$ cat src/rfctl_consts.svh
`ifndef RFCTL_CONSTS_SVH
`define RFCTL_CONSTS_SVH

// ----------------------------------------
// Register byte addresses
// ----------------------------------------
`define RFCTL_ADDR_CMD        8'h04
`define RFCTL_ADDR_SOFREQ     8'h0C
`define RFCTL_ADDR_RXMODE     8'h10
`define RFCTL_ADDR_TXCTRL     8'h14
`define RFCTL_ADDR_STATUS     8'h18

// ----------------------------------------
// Reset values
// ----------------------------------------
`define RFCTL_TXCTRL_RESET    8'h80
`define RFCTL_RXMODE_RESET    8'h00

// ----------------------------------------
// Antenna driver control field positions
// ----------------------------------------
`define RFCTL_TX_INV_ON_LO    6
`define RFCTL_TX_INV_OFF_LO   4
`define RFCTL_TX_CW_B         3
`define RFCTL_TX_GUARD        2
`define RFCTL_TX_EN_B         1
`define RFCTL_TX_EN_A         0

// ----------------------------------------
// Receive mode field positions and codes
// ----------------------------------------
`define RFCTL_RX_SUPPRESS     3
`define RFCTL_RX_MULTI        2
`define RFCTL_FRM_TYPE_A      2'h0
`define RFCTL_FRM_ACTIVE      2'h1
`define RFCTL_FRM_PASSIVE     2'h2
`define RFCTL_FRM_TYPE_B      2'h3
`define RFCTL_SHORT_BITS      8'h04

// ----------------------------------------
// Commands and bus responses
// ----------------------------------------
`define RFCTL_CMD_IDLE        4'h0
`define RFCTL_CMD_RECEIVE     4'h8
`define RFCTL_CMD_TRANSCEIVE  4'hC
`define RFCTL_RESP_OKAY       2'h0
`define RFCTL_RESP_SLVERR     2'h2

`endif

$ cat src/rfctl_pkg.sv
package rfctl_pkg;

  // ----------------------------------------
  // Whole state of the control block
  // ----------------------------------------
  typedef struct packed {
    logic       awHeld;        // Write address captured
    logic [7:0] awAddr;        // Captured write address
    logic       wHeld;         // Write data captured
    logic [7:0] wData;         // Captured low data byte
    logic       wStrb0;        // Captured lane 0 strobe
    logic       bValid;        // Write response pending
    logic [1:0] bResp;         // Write response code
    logic       rValid;        // Read response pending
    logic [7:0] rData;         // Read data byte
    logic [1:0] rResp;         // Read response code
    logic [7:0] txCtrl;        // Antenna driver control
    logic [7:0] rxMode;        // Receive mode control
    logic       sofReq;        // Start of frame required
    logic [3:0] command;       // Current command
    logic       rxActive;      // Receiver enabled
    logic       fieldMeta;     // Field detect, first stage
    logic       fieldSync;     // Field detect, synchronised
    logic       frameReport;   // Frame accepted pulse
    logic       frameDiscard;  // Frame dropped pulse
    logic       appendValid;   // Error byte pulse
    logic [7:0] appendByte;    // Appended error byte
    logic [1:0] decoderSel;    // Decoder choice
  } rfctl_state_t;

  // ----------------------------------------
  // State of one driver pin stage
  // ----------------------------------------
  typedef struct packed {
    logic pin;                 // Registered pin level
  } rfctl_pin_t;

endpackage

$ cat src/rfctl_drv_pin.sv
module rfctl_drv_pin
(
  // Clock and reset
  input  wire logic ref_clk,
  input  wire logic reset_n,
  // Carrier and modulation
  input  wire logic carrier,
  input  wire logic txModData,
  // Settings for this driver
  input  wire logic enable,
  input  wire logic invertOn,
  input  wire logic invertOff,
  input  wire logic unmodulated,
  // Pin level
  output logic      pinOut
);

  rfctl_pkg::rfctl_pin_t st;       // Current state
  rfctl_pkg::rfctl_pin_t next_st;  // Next state

  // Carrier gated by data unless unmodulated; inversion per on or off state
  always_comb
  begin
    next_st = st;
    if (enable)
    begin
      next_st.pin = (carrier & (txModData | unmodulated)) ^ invertOn;
    end
    else
    begin
      next_st.pin = invertOff;
    end
  end

  // State register
  always_ff @(posedge ref_clk or negedge reset_n)
  begin
    if (!reset_n)
    begin
      st <= '0;
    end
    else
    begin
      st <= next_st;
    end
  end

  assign pinOut = st.pin;

endmodule

$ cat src/rfctl_top.sv
// Behaviour
// Suppress mode drops streams under four bits; the code drops only those flagged frameBad
// Type B drop also needs start-frame bit
// Single mode: receiver stops after one frame
// Multi mode: receive never ends by itself
// Other command or multi clear stops receiving
// Multi mode appends error byte per frame
// Framing field selects the decoder
// Rates above 424k use active-mode coding
// Bit 7 inverts pin B when enabled
// Bit 6 inverts pin A when enabled
// Bit 5 inverts pin B when disabled
// Bit 4 inverts pin A when disabled
// Bit 3 gives pin B unmodulated carrier
// Bit 3 clear lets pin B modulate
// Guard refuses enables while field present
// Bit 1 drives modulated carrier on B
// Bit 0 drives modulated carrier on A
// Driver control at 14h, resets 80h
// Guard reads zero; field detect synchronised
//
// The implementer's own choice: the AXI4-Lite register port.
`include "rfctl_consts.svh"

module rfctl_top
(
  // Clock and reset
  input  wire logic        ref_clk,
  input  wire logic        reset_n,
  // AXI4-Lite write address
  input  wire logic        awvalid,
  output logic             awready,
  input  wire logic [7:0]  awaddr,
  // AXI4-Lite write data
  input  wire logic        wvalid,
  output logic             wready,
  input  wire logic [31:0] wdata,
  input  wire logic [3:0]  wstrb,
  // AXI4-Lite write response
  output logic             bvalid,
  input  wire logic        bready,
  output logic [1:0]       bresp,
  // AXI4-Lite read address
  input  wire logic        arvalid,
  output logic             arready,
  input  wire logic [7:0]  araddr,
  // AXI4-Lite read data
  output logic             rvalid,
  input  wire logic        rready,
  output logic [31:0]      rdata,
  output logic [1:0]       rresp,
  // Frame decoder side
  input  wire logic        frameEnd,
  input  wire logic        frameBad,
  input  wire logic [7:0]  frameBitCount,
  input  wire logic        rxRateAbove424,
  input  wire logic [7:0]  errorFlags,
  // Receive results
  output logic             rxEnable,
  output logic [1:0]       decoderSel,
  output logic             frameReport,
  output logic             frameDiscard,
  output logic             appendValid,
  output logic [7:0]       appendByte,
  // Analog front end
  input  wire logic        externalField,
  input  wire logic        carrier,
  input  wire logic        txModData,
  output logic             driverPinA,
  output logic             driverPinB
);

  rfctl_pkg::rfctl_state_t st;       // Current state
  rfctl_pkg::rfctl_state_t next_st;  // Next state

  logic       wrFire;      // Both write halves held, perform write
  logic       cmdWrite;    // Command register written
  logic       modeWrite;   // Receive mode register written
  logic       ctrlWrite;   // Driver control written
  logic       isShort;     // Stream shorter than four bits
  logic       typeB;       // Type B framing chosen
  logic       discard;     // Frame to be dropped silently
  logic       accept;      // Frame to be reported
  logic       multi;       // Multi-frame receive set
  logic [7:0] newCtrl;     // Driver control after guard
  logic [1:0] pinLevel;    // Driver pin levels

  // ----------------------------------------
  // Bus handshakes
  // ----------------------------------------
  assign awready = !st.awHeld && !st.bValid;
  assign wready  = !st.wHeld && !st.bValid;
  assign arready = !st.rValid;
  assign bvalid  = st.bValid;
  assign bresp   = st.bResp;
  assign rvalid  = st.rValid;
  assign rresp   = st.rResp;
  assign rdata   = {24'h000000, st.rData};

  // Write decode, lane 0 carries every register
  assign wrFire    = st.awHeld && st.wHeld && !st.bValid;
  assign cmdWrite  = wrFire && st.wStrb0 && (st.awAddr == `RFCTL_ADDR_CMD);
  assign modeWrite = wrFire && st.wStrb0 && (st.awAddr == `RFCTL_ADDR_RXMODE);
  assign ctrlWrite = wrFire && st.wStrb0 && (st.awAddr == `RFCTL_ADDR_TXCTRL);

  // ----------------------------------------
  // Receive frame qualification
  // ----------------------------------------
  assign multi   = st.rxMode[`RFCTL_RX_MULTI];
  assign isShort = frameBitCount < `RFCTL_SHORT_BITS;
  assign typeB   = st.rxMode[1:0] == `RFCTL_FRM_TYPE_B;
  // Short bad stream dropped; type B only with start frame required
  assign discard = st.rxActive && frameEnd && frameBad && isShort
                   && st.rxMode[`RFCTL_RX_SUPPRESS]
                   && (!typeB || st.sofReq);
  assign accept  = st.rxActive && frameEnd && !discard;

  // Guarded driver control value
  always_comb
  begin
    newCtrl = st.wData;
    newCtrl[`RFCTL_TX_GUARD] = 1'b0;
    if (st.wData[`RFCTL_TX_GUARD] && st.fieldSync)
    begin
      // Enables may be cleared but not set
      newCtrl[1:0] = st.wData[1:0] & st.txCtrl[1:0];
    end
  end

  // ----------------------------------------
  // Next state
  // ----------------------------------------
  always_comb
  begin
    next_st = st;
    // Field detect synchroniser
    next_st.fieldMeta = externalField;
    next_st.fieldSync = st.fieldMeta;
    // Capture write address
    if (awvalid && awready)
    begin
      next_st.awHeld = 1'b1;
      next_st.awAddr = awaddr;
    end
    // Capture write data
    if (wvalid && wready)
    begin
      next_st.wHeld  = 1'b1;
      next_st.wData  = wdata[7:0];
      next_st.wStrb0 = wstrb[0];
    end
    // Write response
    if (wrFire)
    begin
      next_st.awHeld = 1'b0;
      next_st.wHeld  = 1'b0;
      next_st.bValid = 1'b1;
      unique case (st.awAddr)
        `RFCTL_ADDR_CMD, `RFCTL_ADDR_SOFREQ, `RFCTL_ADDR_RXMODE, `RFCTL_ADDR_TXCTRL:
          next_st.bResp = `RFCTL_RESP_OKAY;
        default:
          next_st.bResp = `RFCTL_RESP_SLVERR;
      endcase
    end
    else if (st.bValid && bready)
    begin
      next_st.bValid = 1'b0;
    end
    // Read response
    if (arvalid && arready)
    begin
      next_st.rValid = 1'b1;
      next_st.rResp  = `RFCTL_RESP_OKAY;
      unique case (araddr)
        `RFCTL_ADDR_CMD:    next_st.rData = {4'h0, st.command};
        `RFCTL_ADDR_SOFREQ: next_st.rData = {7'h00, st.sofReq};
        `RFCTL_ADDR_RXMODE: next_st.rData = st.rxMode;
        `RFCTL_ADDR_TXCTRL: next_st.rData = st.txCtrl;
        `RFCTL_ADDR_STATUS: next_st.rData = {6'h00, st.fieldSync, st.rxActive};
        default:
        begin
          next_st.rData = 8'h00;
          next_st.rResp = `RFCTL_RESP_SLVERR;
        end
      endcase
    end
    else if (st.rValid && rready)
    begin
      next_st.rValid = 1'b0;
    end
    // Frame result pulses
    next_st.frameReport  = accept;
    next_st.frameDiscard = discard;
    next_st.appendValid  = accept && multi;
    if (accept && multi)
    begin
      next_st.appendByte = errorFlags;
    end
    // Single mode ends after one frame; multi keeps going
    if (accept && !multi)
    begin
      next_st.rxActive = 1'b0;
      next_st.command  = `RFCTL_CMD_IDLE;
    end
    // Decoder selection, high rates use active coding
    if (rxRateAbove424)
    begin
      next_st.decoderSel = `RFCTL_FRM_ACTIVE;
    end
    else
    begin
      next_st.decoderSel = st.rxMode[1:0];
    end
    // Command write
    if (cmdWrite)
    begin
      next_st.command = st.wData[3:0];
      if (st.rxActive && multi)
      begin
        // Only Receive keeps a multi-frame reception running
        next_st.rxActive = st.wData[3:0] == `RFCTL_CMD_RECEIVE;
      end
      else
      begin
        next_st.rxActive = (st.wData[3:0] == `RFCTL_CMD_RECEIVE)
                           || (st.wData[3:0] == `RFCTL_CMD_TRANSCEIVE);
      end
    end
    // Receive mode write
    if (modeWrite)
    begin
      next_st.rxMode = st.wData;
      if (!st.wData[`RFCTL_RX_MULTI] && multi && st.rxActive)
      begin
        next_st.rxActive = 1'b0;
        next_st.command  = `RFCTL_CMD_IDLE;
      end
    end
    // Start of frame required write
    if (wrFire && st.wStrb0 && (st.awAddr == `RFCTL_ADDR_SOFREQ))
    begin
      next_st.sofReq = st.wData[0];
    end
    // Driver control write
    if (ctrlWrite)
    begin
      next_st.txCtrl = newCtrl;
    end
  end

  // ----------------------------------------
  // State register
  // ----------------------------------------
  always_ff @(posedge ref_clk or negedge reset_n)
  begin
    if (!reset_n)
    begin
      st        <= '0;
      st.txCtrl <= `RFCTL_TXCTRL_RESET;
      st.rxMode <= `RFCTL_RXMODE_RESET;
    end
    else
    begin
      st <= next_st;
    end
  end

  // ----------------------------------------
  // Driver pins
  // ----------------------------------------
  genvar gi;
  generate
    for (gi = 0; gi < 2; gi = gi + 1)
    begin : g_drv
      // Pin A is index 0, pin B index 1; only B has the carrier option
      rfctl_drv_pin u_pin
      (
        .ref_clk     (ref_clk),
        .reset_n     (reset_n),
        .carrier     (carrier),
        .txModData   (txModData),
        .enable      (st.txCtrl[gi]),
        .invertOn    (st.txCtrl[`RFCTL_TX_INV_ON_LO + gi]),
        .invertOff   (st.txCtrl[`RFCTL_TX_INV_OFF_LO + gi]),
        .unmodulated ((gi == 1) && st.txCtrl[`RFCTL_TX_CW_B]),
        .pinOut      (pinLevel[gi])
      );
    end
  endgenerate

  // ----------------------------------------
  // Outputs
  // ----------------------------------------
  assign driverPinA   = pinLevel[0];
  assign driverPinB   = pinLevel[1];
  assign rxEnable     = st.rxActive;
  assign decoderSel   = st.decoderSel;
  assign frameReport  = st.frameReport;
  assign frameDiscard = st.frameDiscard;
  assign appendValid  = st.appendValid;
  assign appendByte   = st.appendByte;
endmodule

$ cat config.mk
export PLATFORM = sky130hd
export DESIGN_NAME = rfctl_top
export DESIGN_NICKNAME = d
export VERILOG_FILES = /design/src/rfctl_pkg.sv /design/src/rfctl_drv_pin.sv /design/src/rfctl_top.sv
export VERILOG_INCLUDE_DIRS = /design/src /design/src/src
export SDC_FILE = /design/constraint.sdc
export NUM_CORES = 1
export LEC_CHECK = 0
export ABC_CLOCK_PERIOD_IN_PS = 5400
export BUFFER_PORTS_ARGS = -buffer_cell sky130_fd_sc_hd__buf_4
export CAP_MARGIN = 20
export CELL_PAD_IN_SITES_DETAIL_PLACEMENT = 0
export CELL_PAD_IN_SITES_GLOBAL_PLACEMENT = 2
export CORE_ASPECT_RATIO = 0.5
export CORE_MARGIN = 2
export CORE_UTILIZATION = 32
export DETAILED_ROUTE_END_ITERATION = 8
export GPL_ROUTABILITY_DRIVEN = 1
export PLACE_DENSITY_LB_ADDON = 0.08
export SKIP_LAST_GASP = 1
export SLEW_MARGIN = 20
export SYNTH_ARGS = -nofsm -noshare
export SYNTH_HDL_FRONTEND = slang
export SYNTH_SLANG_ARGS = --single-unit
$ cat constraint.sdc
create_clock -name ref_clk -period 5.4 [get_ports ref_clk]
set_clock_uncertainty 0.2 [all_clocks]
set_input_delay 0 -clock ref_clk [delete_from_list [all_inputs] [get_ports ref_clk]]
set_output_delay 0 -clock ref_clk [all_outputs]
set_load 0.005 [all_outputs]
==> flow_summary.ini <==
[clock_network]
clkSinkCount = 69
htree_levels = 3
path_clk_slew_ns = 0.05
tritoncts = yes
insertion_delay_ns = 0.33
cts_buffer_depth = 2
cts_root_buf = clkbuf_16
postCtsSetupRepairBufs = 0
cts_buffers = 9

[detailed_routing]
wl_per_cell_um = 13.7
num_vias = 2342
drc = 0
drtIter0Drc = 110
ant_nets = 0
via_per_inst = 4.40
routed_wirelength_um = 7310
firstDrtPassIters = 4

[floorplan]
die_w_um = 148
rows = 26
dieArea_um2 = 11200
ios = 138
die_h_um = 76.0
core_area_um2 = 10100
start_util_pct = 32.7

[yosys]
async_flop_share_pct = 100
yosys-top-cells-area = dfrtp_1 (51%), buf_4 (10%), mux2_2 (8.5%)
synth_top_family_by_area = multiplexers
synth_compound_area_share_pct = 7.17
syn_area_um2 = 3310
synthMuxAreaShare_pct = 16.2
synth_area_per_cell_um2 = 11.9
yosys_warnings = 0
syn_inst = 278
yosysTopAreaCellShare_pct = 51.3
synth-xor-area-share_pct = 0.529
ys_ff_latch = 69
synthAdderAreaFrac_pct = 0
ys_seq_area_share_pct = 52.1
synth.distinct_cells = 48
post-synth-top-area-cell = dfrtp_1
synth_ff_type = dfrtp_1
synth_simple_gate_area_share_pct = 11.1
synth_edf_count = 0

[pwr]
leakagePower_nw = 2.21
power_density_nw_per_um2 = 349
ir_worst_vdd_uv = 164
power_w = 0.00159

[layout]
utilization_pct = 44.9
fin_nets = 471
multi_input_area_um2 = 1260
drive_gt1_share_pct = 34.9
n_fill_cell = 970
layout.area.seq_um2 = 1730
syn_to_final_growth_pct = 37.4
n_antenna_cell = 0

[grt]
grt_overflow = 0
grt_max_degree = 70
first_global_vias = 2373
antenna_found_initial = 0
grt_first_pass_wirelength_um = 12100
grt_usage_pct = 13.9

[run]
maxCapViolations = 0

[sta]
slew_headroom_pct = 41.2
fin_setup_tns_ns = 0
layout_min_cycle_time_ns = 3.20
rsz0062_at_grt = false
hold_viol = 0
finalCritPeriodShare_pct = 59.3
tightest_slew_ns = 0.882
setup_viol = 0
max_freq_mhz = 312
slew_viol_final = 0

[setup_path]
critical_path_class = input port to flip-flop
cp-end-kind = flip-flop
worstSetupStartpointType = input port
crit_fanout = 4
crit_required_ns = 5.46
cp.arrival_ns = 3.27

[outcome]
status = completed

[worst_hold_path]
worstHoldPathType = input port to flip-flop

[place]
place_congestion = 0.740
hpwl_um = 5310
port_buffers = 82
worst max-delay path, cell delays in order:
cell and delay (ns):
dlygate4sd3_1 0.54, buf_4 0.13, or4_1 0.40, dlygate4sd3_1 0.59, nor3_2 0.26, dlygate4sd3_1 0.67
a22o_1 0.14, dlygate4sd3_1 0.54
state kept, by name (all words and copies together) (netlist names), 2 cells and up:
signal / count
newCtrl: 5
g_drv.u_pin.pinOut: 2
st: 34
rdata: 8
appendByte: 8
decoderSel: 2
path summary, 6_finish.rpt:
| path | startpoint | end | cells after the start | slack, ns |
|---|---|---|---|---|
| worst max-delay path | araddr[1] | rdata[0]$_DFFE_PN0P_ | 8 | 2.20 |
| worst min-delay path | arvalid | rvalid$_DFFE_PN0P_ | 3 | 0.01 |
| worst max register to register | rvalid$_DFFE_PN0P_ | rdata[0]$_DFFE_PN0P_ | 5 | 2.68 |
| worst min register to register | next_st[13]$_DFF_PN0_ | st[13]$_DFF_PN0_ | 0 | 0.15 |
| max in group asynchronous | reset_n | appendByte[5]$_DFFE_PN0P_ | 2 | 4.28 |
| min in group asynchronous | reset_n | st[68]$_DFFE_PN0P_ | 2 | 0.13 |
what timing repair did:
| action | CTS | global route |
|---|---|---|
| hold buffers | 49 | 0 |
| hold endpoints to repair | 114 | 0 |
| resized for setup | 0 | 0 |
cells in the mapped netlist (2+ instances only):
library cell,n
nand3b_1,3
a21oi_1,10
inv_1,9
buf_4,46
mux2_1,8
nor2_1,8
dfrtp_1,68
xor2_1,2
mux2_2,25
nor2b_1,2
a32o_1,2
a311o_1,2
nor4b_2,2
and2_1,3
nand4_1,3
o21ai_0,11
mux2_4,5
nand2_1,14
clkbuf_1,7
mux2i_1,9
o22a_2,2
nand3_1,9
nor3_1,2
a22o_1,2
layout by cell type (no fill, tap or decap), drive strengths merged, types with 4 or more instances in the layout:
master        n
o21ai        11
nor2          9
a21oi        10
nand2        14
nand3         9
dlygate4sd3  49
clkbuf       10
buf          82
dfrtp        68
inv           9
nand4         4
conb         26
mux2i         9
mux2         38
per-layer routing:
layer,vias to the layer above,track usage [%],wire length (um)
met4,0,4.29,76
met1,1108,19.5,3760
met3,8,5.12,453
met2,98,19.8,3030
li1,1128,-,-
met5,-,0,0
power by group:
part / total, W / internal, W / switching [W]
registers: 0.000753 / 0.000633 / 0.000120
logic: 0.000327 / 0.000198 / 0.000129
clock network: 0.000510 / 0.000312 / 0.000198
per-stage QoR:
step / hold WS (ns) / cell area [um2] / instances / setup slack (ns)
after floorplan: -0.496 / 3410 / 303 / 3.52
after global routing: 0.0312 / 4560 / 532 / 2.16
after global placement: -0.0904 / 3810 / 470 / 3.25
final: 0.0107 / 4560 / 532 / 2.20
after CTS: 0.00186 / 4560 / 532 / 2.24
after detailed placement: -0.0878 / 3810 / 470 / 3.23
cells by family after synthesis:
family                    after synthesis
xor gates and xnor gates                2
DFF                                    69
buffers and inverters                  64
muxes                                  47
other                                   1
and+or+nand+nor                        59
AOI/OAI and AO/OA                      36
cell type report:
class	count	area share, %
clock buffers	10	5.25
clock inverters	3	0.330
inverters	9	0.742
multi-input cells	170	27.6
flip-flops and latches	69	37.9
well taps	140	3.85
repair buffers	131	24.3
No activity file was read; power rests on OpenSTA's default activity.
